### src/design/sh_pkg.sv
// Shared constants, register map and field layouts for the sample-and-hold trigger control
// Behaviour
// - Two identical channels, each triggered internally or by its own external pin.
// - Sample while pulse high, stop at falling edge, then request conversion.
// - Each channel has its own enable bit in the control register.
// - Single mode: one pulse, internal or channel-0 pin, samples both channels.
// - Single mode: channel-0 flag sets once every enabled channel finished converting.
// - Single mode: channel-0 interrupt enable gates the request for both channels.
// - Single mode: internal trigger enable bits pick the common pulse source.
// - Dual mode bit set: channels run independently from their own pins.
// - Dual mode: each channel has its own internal trigger enable bit.
// - Dual mode: each channel sets its own flag and may request interrupt.
// - Channel 0 results go to buffer location 23, channel 1 to 24.
// - Conversions of both channels use the 1.2V full-scale gain.
// - Fast mode without averaging gives channel 0 conversion priority.
// - With averaging active, slot timing is not guaranteed; priority is dropped.
// - Clock select: 0 peripheral clock, 1 external clock input.
// - Stop codes 4..15, or any code on the external clock, end sampling a set time or cycle count after rise.
// - Peripheral clock: code 0 falling edge, codes 4..15 fixed 300ns..5us delays.
// - External clock: code 0 ends after 21 clocks, each code adds one.
// - Discharge pulse rises after conversion done, falls at next trigger rise.
// - Channel-1 flag only in dual mode with both enabled; never in single.
package sh_pkg;

  // ==========================================================================
  // Register map (byte addresses on the AXI4-Lite bus)
  localparam logic [11:0] ADDR_SH_CONTROL   = 12'h000;
  localparam logic [11:0] ADDR_INT_TRIG_EN  = 12'h004;
  localparam logic [11:0] ADDR_ADC_STATUS   = 12'h008;
  localparam logic [11:0] ADDR_INT_PULSE    = 12'h00C;

  localparam logic [15:0] RST_SH_CONTROL    = 16'h0000;
  localparam logic [1:0]  RST_INT_TRIG_EN   = 2'b00;
  localparam logic [1:0]  RST_INT_PULSE     = 2'b00;

  localparam logic [1:0]  RESP_OKAY         = 2'b00;
  localparam logic [1:0]  RESP_SLVERR       = 2'b10;

  // ==========================================================================
  // Timing
  localparam int          CLK_PERIOD_NS     = 8;
  localparam logic [9:0]  EXT_BASE_CYCLES   = 10'h015;  // 21 external clocks
  localparam logic [3:0]  FIRST_TIMED_CODE  = 4'h4;

  // ==========================================================================
  // Conversion routing
  localparam logic [4:0]  BUF_LOC_CH0       = 5'h17;    // Location 23
  localparam logic [4:0]  BUF_LOC_CH1       = 5'h18;    // Location 24

  // Control register layout, bit 15 first
  typedef struct packed {
    logic [3:0] stop_control_field;
    logic       fast_mode;
    logic       discharge_enable_ch1;
    logic       discharge_enable_ch0;
    logic       dual_mode_bit;
    logic       reserved7;
    logic       align_ch1;
    logic       ch1_interrupt_enable;
    logic       enable_ch1;
    logic       clk_sel;
    logic       align_ch0;
    logic       ch0_interrupt_enable;
    logic       enable_ch0;
  } sh_control_t;

  // Request to the ADC sequencer for one channel
  typedef struct packed {
    logic       start;
    logic [4:0] buf_loc;
    logic       gain_setting_one;
    logic       align;
  } conv_req_t;

  // Delay after the trigger rise for timed stop codes, in ns
  function automatic logic [12:0] stop_time_ns(input logic [3:0] code);
    case (code)
      4'h4:    stop_time_ns = 13'd300;
      4'h5:    stop_time_ns = 13'd350;
      4'h6:    stop_time_ns = 13'd450;
      4'h7:    stop_time_ns = 13'd550;
      4'h8:    stop_time_ns = 13'd750;
      4'h9:    stop_time_ns = 13'd1000;
      4'hA:    stop_time_ns = 13'd1500;
      4'hB:    stop_time_ns = 13'd1750;
      4'hC:    stop_time_ns = 13'd2000;
      4'hD:    stop_time_ns = 13'd2500;
      4'hE:    stop_time_ns = 13'd4000;
      4'hF:    stop_time_ns = 13'd5000;
      default: stop_time_ns = 13'd0;
    endcase
  endfunction : stop_time_ns

  // Least time rounds up to whole clock cycles
  function automatic logic [9:0] ns_to_cycles(input logic [12:0] ns);
    logic [12:0] cyc;
    cyc = (ns + 13'(CLK_PERIOD_NS - 1)) / 13'(CLK_PERIOD_NS);
    ns_to_cycles = cyc[9:0];
  endfunction : ns_to_cycles

endpackage : sh_pkg

### src/design/sh_channel.sv
// One sample-and-hold channel: sampling window, conversion request and pin discharge
`timescale 1ns/1ps
module sh_channel (
  input  wire logic       aclk,
  input  wire logic       aresetn,
  input  wire logic       enable,
  input  wire logic       trig,
  input  wire logic       ext_tick,
  input  wire logic       clk_sel,
  input  wire logic [3:0] stop_code,
  input  wire logic       discharge_en,
  input  wire logic       conv_done,
  output logic            sampling_q,
  output logic            conv_start_q,
  output logic            discharge_q,
  output logic            busy_q
);

  typedef enum logic [1:0] {
    ST_IDLE    = 2'b00,
    ST_SAMPLE  = 2'b01,
    ST_CONVERT = 2'b10
  } ch_state_t;

  ch_state_t  state_q;
  logic       trig_q;
  logic [9:0] count_q;

  // ==========================================================================
  // Edge detection and stop decision
  wire        trig_rise   = trig & ~trig_q;
  wire        trig_fall   = ~trig & trig_q;
  wire        timed_code  = (stop_code >= sh_pkg::FIRST_TIMED_CODE);
  wire [9:0]  per_limit   = sh_pkg::ns_to_cycles(sh_pkg::stop_time_ns(stop_code));
  wire [9:0]  ext_limit   = sh_pkg::EXT_BASE_CYCLES + {6'h00, stop_code};
  wire        ext_stop    = ext_tick && (count_q + 10'h001 >= ext_limit);
  wire        per_stop    = (count_q + 10'h001 >= per_limit);
  // On the peripheral clock, reserved codes 1..3 behave as code 0 so a stray value cannot hang the channel
  wire        stop_now    = clk_sel ? ext_stop :
                            (timed_code ? per_stop : trig_fall);
  wire        count_step  = clk_sel ? ext_tick : 1'b1;

  // Trigger history
  always_ff @(posedge aclk) begin
    if (!aresetn) trig_q <= 1'b0;
    else          trig_q <= trig;
  end

  // Sampling sequence: rise opens the switch, stop point closes it, then convert
  always_ff @(posedge aclk) begin
    if (!aresetn) begin
      state_q      <= ST_IDLE;
      count_q      <= 10'h000;
      sampling_q   <= 1'b0;
      conv_start_q <= 1'b0;
      busy_q       <= 1'b0;
    end else begin
      conv_start_q <= 1'b0;
      case (state_q)
        ST_IDLE: begin
          count_q <= 10'h000;
          if (enable && trig_rise) begin
            state_q    <= ST_SAMPLE;
            sampling_q <= 1'b1;
            busy_q     <= 1'b1;
          end
        end
        ST_SAMPLE: begin
          if (count_step) count_q <= count_q + 10'h001;
          if (stop_now) begin
            state_q      <= ST_CONVERT;
            sampling_q   <= 1'b0;
            conv_start_q <= 1'b1;
          end
        end
        ST_CONVERT: begin
          if (conv_done) begin
            state_q <= ST_IDLE;
            busy_q  <= 1'b0;
          end
        end
        default: begin
          state_q    <= ST_IDLE;
          sampling_q <= 1'b0;
          busy_q     <= 1'b0;
        end
      endcase
    end
  end

  // Discharge rises when conversion ends, falls with the next trigger rise
  always_ff @(posedge aclk) begin
    if (!aresetn)                                          discharge_q <= 1'b0;
    else if (trig_rise)                                    discharge_q <= 1'b0;
    else if (state_q == ST_CONVERT && conv_done && discharge_en) discharge_q <= 1'b1;
  end

endmodule : sh_channel

### src/design/sh_trigger_ctrl.sv
// Top of the sample-and-hold trigger control with its AXI4-Lite register slave
`timescale 1ns/1ps
module sh_trigger_ctrl (
  input  wire logic              aclk,
  input  wire logic              aresetn,
  // AXI4-Lite slave
  input  wire logic [11:0]       s_axi_awaddr,
  input  wire logic              s_axi_awvalid,
  output logic                   s_axi_awready,
  input  wire logic [31:0]       s_axi_wdata,
  input  wire logic [3:0]        s_axi_wstrb,
  input  wire logic              s_axi_wvalid,
  output logic                   s_axi_wready,
  output logic [1:0]             s_axi_bresp,
  output logic                   s_axi_bvalid,
  input  wire logic              s_axi_bready,
  input  wire logic [11:0]       s_axi_araddr,
  input  wire logic              s_axi_arvalid,
  output logic                   s_axi_arready,
  output logic [31:0]            s_axi_rdata,
  output logic [1:0]             s_axi_rresp,
  output logic                   s_axi_rvalid,
  input  wire logic              s_axi_rready,
  // Pins
  input  wire logic              trigger_in_ch0,
  input  wire logic              trigger_in_ch1,
  input  wire logic              external_clock_input,
  output logic                   sample_ch0,
  output logic                   sample_ch1,
  output logic                   discharge_ch0,
  output logic                   discharge_ch1,
  // ADC sequencer
  output sh_pkg::conv_req_t      conv_req_ch0,
  output sh_pkg::conv_req_t      conv_req_ch1,
  output logic                   fast_priority,
  input  wire logic              adc_avg_active,
  input  wire logic              conv_done_ch0,
  input  wire logic              conv_done_ch1,
  // Interrupt request
  output logic                   irq
);

  // ==========================================================================
  // Registers
  logic [15:0] sh_control_reg_q;
  logic [1:0]  internal_trigger_enable_reg_q;
  logic [1:0]  int_pulse_q;
  logic        ch0_data_avail_flag_q;
  logic        ch1_data_avail_flag_q;
  logic [1:0]  done_seen_q;
  logic [1:0]  pending_q;

  sh_pkg::sh_control_t ctl;
  assign ctl = sh_pkg::sh_control_t'(sh_control_reg_q);

  // ==========================================================================
  // Pin synchronisers: first stage read only by the second
  logic [2:0] sync1_q;
  logic [2:0] sync2_q;
  logic       ext_clk_q;

  always_ff @(posedge aclk) begin
    if (!aresetn) begin
      sync1_q <= 3'b000;
      sync2_q <= 3'b000;
    end else begin
      sync1_q <= {external_clock_input, trigger_in_ch1, trigger_in_ch0};
      sync2_q <= sync1_q;
    end
  end

  // External clock rising edges become one-cycle enables; it must run well below aclk/2
  always_ff @(posedge aclk) begin
    if (!aresetn) ext_clk_q <= 1'b0;
    else          ext_clk_q <= sync2_q[2];
  end

  wire ext_tick = sync2_q[2] & ~ext_clk_q;
  wire ext_trig0 = sync2_q[0];
  wire ext_trig1 = sync2_q[1];

  // ==========================================================================
  // Trigger routing
  wire dual      = ctl.dual_mode_bit;
  // Single mode: one shared source for both channels, internal when either bit set
  wire single_int = |internal_trigger_enable_reg_q;
  wire single_trig = single_int ? int_pulse_q[0] : ext_trig0;
  // Dual mode: each channel picks its own internal pulse or its own pin
  wire dual_trig0 = internal_trigger_enable_reg_q[0] ? int_pulse_q[0] : ext_trig0;
  wire dual_trig1 = internal_trigger_enable_reg_q[1] ? int_pulse_q[1] : ext_trig1;
  wire trig0     = dual ? dual_trig0 : single_trig;
  wire trig1     = dual ? dual_trig1 : single_trig;

  // ==========================================================================
  // Channels
  logic samp0;
  logic samp1;
  logic start0;
  logic start1;
  logic dis0;
  logic dis1;
  logic busy0;
  logic busy1;

  sh_channel u_ch0 (
    .aclk         (aclk),
    .aresetn      (aresetn),
    .enable       (ctl.enable_ch0),
    .trig         (trig0),
    .ext_tick     (ext_tick),
    .clk_sel      (ctl.clk_sel),
    .stop_code    (ctl.stop_control_field),
    .discharge_en (ctl.discharge_enable_ch0),
    .conv_done    (conv_done_ch0),
    .sampling_q   (samp0),
    .conv_start_q (start0),
    .discharge_q  (dis0),
    .busy_q       (busy0)
  );

  sh_channel u_ch1 (
    .aclk         (aclk),
    .aresetn      (aresetn),
    .enable       (ctl.enable_ch1),
    .trig         (trig1),
    .ext_tick     (ext_tick),
    .clk_sel      (ctl.clk_sel),
    .stop_code    (ctl.stop_control_field),
    .discharge_en (ctl.discharge_enable_ch1),
    .conv_done    (conv_done_ch1),
    .sampling_q   (samp1),
    .conv_start_q (start1),
    .discharge_q  (dis1),
    .busy_q       (busy1)
  );

  // Pin-facing outputs re-registered so every top output is a flop
  always_ff @(posedge aclk) begin
    if (!aresetn) begin
      sample_ch0    <= 1'b0;
      sample_ch1    <= 1'b0;
      discharge_ch0 <= 1'b0;
      discharge_ch1 <= 1'b0;
    end else begin
      sample_ch0    <= samp0;
      sample_ch1    <= samp1;
      discharge_ch0 <= dis0;
      discharge_ch1 <= dis1;
    end
  end

  // Conversion requests carry fixed buffer location and gain
  always_ff @(posedge aclk) begin
    if (!aresetn) begin
      conv_req_ch0  <= '0;
      conv_req_ch1  <= '0;
      fast_priority <= 1'b0;
    end else begin
      conv_req_ch0  <= '{start: start0, buf_loc: sh_pkg::BUF_LOC_CH0,
                         gain_setting_one: 1'b1, align: ctl.align_ch0};
      conv_req_ch1  <= '{start: start1, buf_loc: sh_pkg::BUF_LOC_CH1,
                         gain_setting_one: 1'b1, align: ctl.align_ch1};
      // Averaging breaks the slot guarantee, so priority is withdrawn then
      fast_priority <= ctl.fast_mode & ~adc_avg_active;
    end
  end

  // ==========================================================================
  // Data-available flags
  wire both_en    = ctl.enable_ch0 & ctl.enable_ch1;
  wire [1:0] en_mask = {ctl.enable_ch1, ctl.enable_ch0};
  wire start_any  = start0 | start1;
  wire [1:0] done_now = done_seen_q | {conv_done_ch1 & busy1, conv_done_ch0 & busy0};
  // Single mode: flag 0 once every channel pending in this round has finished
  wire single_set = ~dual && (pending_q != 2'b00) && ((done_now & pending_q) == pending_q);
  wire set0       = dual ? (conv_done_ch0 & busy0) : single_set;
  wire set1       = dual && both_en && conv_done_ch1 && busy1;

  // Round bookkeeping for single mode
  always_ff @(posedge aclk) begin
    if (!aresetn) begin
      pending_q   <= 2'b00;
      done_seen_q <= 2'b00;
    end else if (single_set || dual) begin
      pending_q   <= 2'b00;
      done_seen_q <= 2'b00;
    end else begin
      if (start_any) pending_q <= en_mask;
      done_seen_q <= done_now;
    end
  end

  // ==========================================================================
  // AXI4-Lite slave: one write and one read at a time
  logic       wr_take_q;
  logic       rd_take_q;

  wire        wr_hs     = s_axi_awvalid & s_axi_wvalid & ~wr_take_q & ~s_axi_bvalid;
  wire        rd_hs     = s_axi_arvalid & ~rd_take_q & ~s_axi_rvalid;
  wire        do_write  = wr_take_q;
  wire [11:0] wa        = s_axi_awaddr;
  wire        wa_ctl    = (wa == sh_pkg::ADDR_SH_CONTROL);
  wire        wa_ten    = (wa == sh_pkg::ADDR_INT_TRIG_EN);
  wire        wa_sts    = (wa == sh_pkg::ADDR_ADC_STATUS);
  wire        wa_pls    = (wa == sh_pkg::ADDR_INT_PULSE);
  wire        wa_hit    = wa_ctl | wa_ten | wa_sts | wa_pls;
  wire [15:0] ctl_merge = {s_axi_wstrb[1] ? s_axi_wdata[15:8] : sh_control_reg_q[15:8],
                           s_axi_wstrb[0] ? s_axi_wdata[7:0]  : sh_control_reg_q[7:0]};
  wire        lane0     = do_write & s_axi_wstrb[0];
  // Software clears a flag by writing zero; a same-cycle hardware set wins
  wire        clr0      = lane0 & wa_sts & ~s_axi_wdata[0];
  wire        clr1      = lane0 & wa_sts & ~s_axi_wdata[1];

  // Address and data are taken together, so awready and wready pulse as a pair
  always_ff @(posedge aclk) begin
    if (!aresetn) begin
      wr_take_q     <= 1'b0;
      s_axi_awready <= 1'b0;
      s_axi_wready  <= 1'b0;
    end else begin
      wr_take_q     <= wr_hs;
      s_axi_awready <= wr_hs;
      s_axi_wready  <= wr_hs;
    end
  end

  // Write response
  always_ff @(posedge aclk) begin
    if (!aresetn) begin
      s_axi_bvalid <= 1'b0;
      s_axi_bresp  <= sh_pkg::RESP_OKAY;
    end else if (do_write) begin
      s_axi_bvalid <= 1'b1;
      s_axi_bresp  <= wa_hit ? sh_pkg::RESP_OKAY : sh_pkg::RESP_SLVERR;
    end else if (s_axi_bready) begin
      s_axi_bvalid <= 1'b0;
    end
  end

  // Control and trigger registers
  always_ff @(posedge aclk) begin
    if (!aresetn) begin
      sh_control_reg_q              <= sh_pkg::RST_SH_CONTROL;
      internal_trigger_enable_reg_q <= sh_pkg::RST_INT_TRIG_EN;
      int_pulse_q                   <= sh_pkg::RST_INT_PULSE;
    end else if (do_write) begin
      if (wa_ctl) sh_control_reg_q <= ctl_merge & 16'hFF7F;
      if (wa_ten && s_axi_wstrb[0]) internal_trigger_enable_reg_q <= s_axi_wdata[1:0];
      if (wa_pls && s_axi_wstrb[0]) int_pulse_q <= s_axi_wdata[1:0];
    end
  end

  // Sticky flags and the interrupt request that follows them
  always_ff @(posedge aclk) begin
    if (!aresetn) begin
      ch0_data_avail_flag_q <= 1'b0;
      ch1_data_avail_flag_q <= 1'b0;
    end else begin
      ch0_data_avail_flag_q <= set0 | (ch0_data_avail_flag_q & ~clr0);
      ch1_data_avail_flag_q <= set1 | (ch1_data_avail_flag_q & ~clr1);
    end
  end

  always_ff @(posedge aclk) begin
    if (!aresetn) irq <= 1'b0;
    else          irq <= (ch0_data_avail_flag_q & ctl.ch0_interrupt_enable) |
                         (dual & ch1_data_avail_flag_q & ctl.ch1_interrupt_enable);
  end

  // Read mux
  wire [11:0] ra       = s_axi_araddr;
  wire        ra_hit   = (ra == sh_pkg::ADDR_SH_CONTROL) | (ra == sh_pkg::ADDR_INT_TRIG_EN) |
                         (ra == sh_pkg::ADDR_ADC_STATUS) | (ra == sh_pkg::ADDR_INT_PULSE);
  wire [31:0] status_w = {26'h000_0000, busy1, busy0, samp1, samp0,
                          ch1_data_avail_flag_q, ch0_data_avail_flag_q};
  wire [31:0] rd_mux   = (ra == sh_pkg::ADDR_SH_CONTROL)  ? {16'h0000, sh_control_reg_q} :
                         (ra == sh_pkg::ADDR_INT_TRIG_EN) ? {30'h0000_0000, internal_trigger_enable_reg_q} :
                         (ra == sh_pkg::ADDR_ADC_STATUS)  ? status_w :
                         (ra == sh_pkg::ADDR_INT_PULSE)   ? {30'h0000_0000, int_pulse_q} :
                                                            32'h0000_0000;

  // Read channel: arready pulses, data one cycle later
  always_ff @(posedge aclk) begin
    if (!aresetn) begin
      rd_take_q     <= 1'b0;
      s_axi_arready <= 1'b0;
    end else begin
      rd_take_q     <= rd_hs;
      s_axi_arready <= rd_hs;
    end
  end

  always_ff @(posedge aclk) begin
    if (!aresetn) begin
      s_axi_rvalid <= 1'b0;
      s_axi_rdata  <= 32'h0000_0000;
      s_axi_rresp  <= sh_pkg::RESP_OKAY;
    end else if (rd_take_q) begin
      s_axi_rvalid <= 1'b1;
      s_axi_rdata  <= rd_mux;
      s_axi_rresp  <= ra_hit ? sh_pkg::RESP_OKAY : sh_pkg::RESP_SLVERR;
    end else if (s_axi_rready) begin
      s_axi_rvalid <= 1'b0;
    end
  end

endmodule : sh_trigger_ctrl

### config.mk
export PLATFORM = sky130hd
export DESIGN_NAME = sh_trigger_ctrl
export DESIGN_NICKNAME = d
export VERILOG_FILES = /design/src/design/sh_pkg.sv /design/src/design/sh_channel.sv /design/src/design/sh_trigger_ctrl.sv
export SDC_FILE = /design/constraint.sdc
export NUM_CORES = 1
export LEC_CHECK = 0
export ABC_AREA = 0
export BUFFER_PORTS_ARGS = -buffer_cell sky130_fd_sc_hd__buf_2
export CAP_MARGIN = 20
export CORE_AREA = 4 4 136 138
export DETAILED_ROUTE_END_ITERATION = 10
export DIE_AREA = 0 0 140 142
export SLEW_MARGIN = 20
export SYNTH_ARGS = -nofsm -noshare
export SYNTH_HDL_FRONTEND = slang
export SYNTH_SLANG_ARGS = --single-unit
### constraint.sdc
create_clock -name aclk -period 3.22 [get_ports aclk]
set_input_delay 0.644 -clock aclk [delete_from_list [all_inputs] [get_ports aclk]]
set_output_delay 0.644 -clock aclk [all_outputs]
set_load 0.03 [all_outputs]
==> results_dict.tcl <==
set metrics [dict create \
    synth_edf_count 0 \
    placed_cells 960 \
    p_sw_share_pct 24.1 \
    setup_viol 0 \
    required_ps 3510 \
    p_total_mw 2.61 \
    gr-usage-all-layers_pct 14.0 \
    ant_nets 0 \
    ys_warn_count 0 \
    p_per_area_nw_per_um2 384 \
    r2r_slack_ps 430 \
    dr.pass1.iters 5 \
    cp-start-kind "flop" \
    tightest_slew_ps 986 \
    place.detailed.hpwl_microns 10600 \
    drcViolationCount 0 \
    top_layer "met4" \
    avgSynthCellArea_sq_um 8.92 \
    post_cts_buffers 0 \
    worstSetupPathType "flop to flop" \
    cp-end-kind "flop" \
    min_from "sync1_q[2]" \
    core_area_sq_um 17200 \
    clock_latency_ps 350 \
    cts_max_level 3 \
    yosys_most_used_dff "dfxtp_1" \
    startpoint "u_ch1.count_q[0]" \
    yosysTopAreaCellShare_pct 37.0 \
    pwr-share-comb_pct 6.1 \
    synth_seq_cells 110 \
    fmax_mhz 358 \
    areaGrowthSynthToFinish_pct 14.3 \
    slew_headroom_pct 33.7 \
    period_needed_ps 2790 \
    cts_repair_resize_count 0 \
    p_leak_nw 2.95 \
    cts_tree "done" \
    drive_above_1_share_pct 18.0 \
    ys_seq_area_share_pct 37.0 \
    cp_slowest_stage_delay_ps 500 \
    worstPathCellList "and2_1 -> and4_1 -> nand3_1 -> xor2_1 -> inv_1 -> ha_1 -> a21o_1 -> o31a_1 -> a211oi_2 -> a31o_1" \
    clkTransAtPathRegs_ps 70 \
    ios 136 \
    hold_viol 0 \
    synth_cells 667 \
    drv_cap 0 \
    reg2reg_from "u_ch1.count_q[0]" \
    grt_first_pass_wirelength_microns 23200 \
    met1_length_microns 6270 \
    path_max_fanout 8 \
    critPathSlowestCell "dfxtp_1" \
    fin_cells 976 \
    synth.distinct_cells 66 \
    chipWidth_microns 140 \
    grt.overflow.total 0 \
    met3WireLength_microns 599 \
    io_buffers 93 \
    utilization_pct 39.6 \
    diodes 0 \
    cpLargestDelayFamily "compound AO/OA/AOI/OAI gates" \
    status "finished clean" \
    start_util_pct 34.6 \
    ctsRootBufferMaster "clkbuf_16" \
    yosys.area.top_type "dfxtp_1" \
    dr_wl_met2_microns 6720 \
    maxSlewViolCount 0 \
    finClkSkew_ps 11.3 \
    grt_max_degree 45 \
    netlist_top_cells_area "dfxtp_1 (37%), ha_1 (7.6%), nor2b_1 (5.0%), buf_4 (4.0%), mux2i_1 (3.4%)" \
    antenna_found_initial 0 \
    hold_buffers 0 \
    power_frac_seq_pct 52.7 \
    netlist_area_sq_um 5950 \
    rsz0062_at_grt "false" \
    power_frac_clock_pct 41.2 \
    placementRows 48 \
    nets 855 \
    wl_microns 13800 \
    cts_buffers 9 \
    clockBufferDepth 2 \
    synthArstFlopShare_pct 0 \
    critPathArrivalTime_ps 3080 \
    hold_class "flop to flop" \
    intPower_mw 1.98 \
    die_area_sq_um 19900 \
    p_switching_mw 0.629 \
    hold_ws_ps 431 \
    post-route-period-util_pct 86.8 \
    finalWeightedCongestion 0.854 \
    vias 4762 \
    wl_per_cell_microns 14.1 \
    viasPerCell 4.88 \
    first_iter_violations 280 \
    grt_pass1_vias 4597 \
    tns_ps 0 \
    cp_num_buf_inv 1 \
    cts_sinks 110 \
    max-vdd-ir-drop_v 0.000198 \
    die_h_microns 142 \
]
cell usage in the layout (no fill, tap or decap), drive strengths merged, types with 3 or more instances in the layout:
| cell type | Yosys | final |
|---|---|---|
| a211oi | 5 | 5 |
| a21boi | 17 | 17 |
| a21o | 11 | 11 |
| a21oi | 32 | 32 |
| a22oi | 9 | 9 |
| a31oi | 3 | 3 |
| a41o | 4 | 4 |
| and2 | 27 | 27 |
| and3 | 8 | 8 |
| and4 | 3 | 3 |
| buf | 33 | 102 |
| clkbuf | 23 | 11 |
| conb | 1 | 23 |
| dfxtp | 110 | 110 |
| ha | 36 | 36 |
| inv | 26 | 28 |
| mux2i | 20 | 20 |
| nand2 | 52 | 52 |
| nand2b | 11 | 11 |
| nand3 | 21 | 21 |
| nand3b | 3 | 3 |
| nand4 | 6 | 6 |
| nor2 | 31 | 31 |
| nor2b | 48 | 48 |
| nor3 | 12 | 12 |
| nor3b | 5 | 5 |
| nor4 | 3 | 3 |
| o211a | 3 | 3 |
| o21a | 3 | 3 |
| o21ai | 28 | 28 |
| o22ai | 11 | 11 |
| o31ai | 3 | 3 |
| or3 | 5 | 5 |
| xnor2 | 17 | 17 |
| xor2 | 13 | 13 |
power groups by stage:
stage          Sequential, mW  Clock (mW)  Combinational, mW
2_1_floorplan            1.41           0              0.121
3_3_place_gp             1.41           0              0.159
3_5_place_dp             1.41           0              0.159
4_1_cts                  1.38        1.11              0.160
5_1_grt                  1.38        1.16              0.172
6_report                 1.38        1.07              0.159
per-layer routing:
metal | global-route usage [%] | vias up
met4 | 3.47 | 0
met1 | 18.4 | 2191
li1 | - | 2437
met2 | 24.1 | 123
met5 | 0 | -
met3 | 2.39 | 11
path summary, 6_finish.rpt:
| kind | depth (start not counted) | to |
|---|---|---|
| hold reg to reg | 1 | sync2_q[2] |
| setup / recovery | 10 | u_ch1.state_q[0] |
| hold / removal | 1 | sync2_q[2] |
| setup reg to reg | 10 | u_ch1.state_q[0] |
synthesized netlist by cell type, types with 12 or more instances:
library cell,n
a21boi_0,16
a21oi_1,32
and2_1,27
buf_4,32
clkbuf_1,23
dfxtp_1,110
ha_1,36
inv_1,25
mux2i_1,20
nand2_1,51
nand3_1,21
nor2_1,30
nor2b_1,48
o21ai_0,28
xnor2_1,17
xor2_1,12
cells by family (layout without fill, tap and decap cells):
family	count (synthesis)	in the layout	share of synthesized area (%)
multiplexers	22	22	4.12
other	1	23	0.0630
AND/OR/NAND/NOR	242	242	22.9
adder cells (fa/ha/maj)	38	38	7.91
AO/OA/AOI/OAI	142	142	16.1
flip-flops	110	110	37.0
XOR/XNOR	30	30	4.54
buffers and inverters	82	144	7.32
layout make-up:
type | instances | area, sq um
Clock inverter | 5 | 42.5
Fill cell | 1773 | 10400
Clock buffer | 11 | 243
Timing Repair Buffer | 102 | 533
Multi-Input combinational cell | 497 | 3400
Inverter | 26 | 97.6
Sequential cell | 110 | 2200
Tap cell | 225 | 282
metrics by stage:
stage	instance area [sq um]	worst slack (ps)
after detailed placement	6510	394
after global placement	6510	394
after global routing	6800	222
after CTS	6790	402
final	6800	426
after floorplan	6030	675
Note: power is estimated with default switching activity, not from simulation.
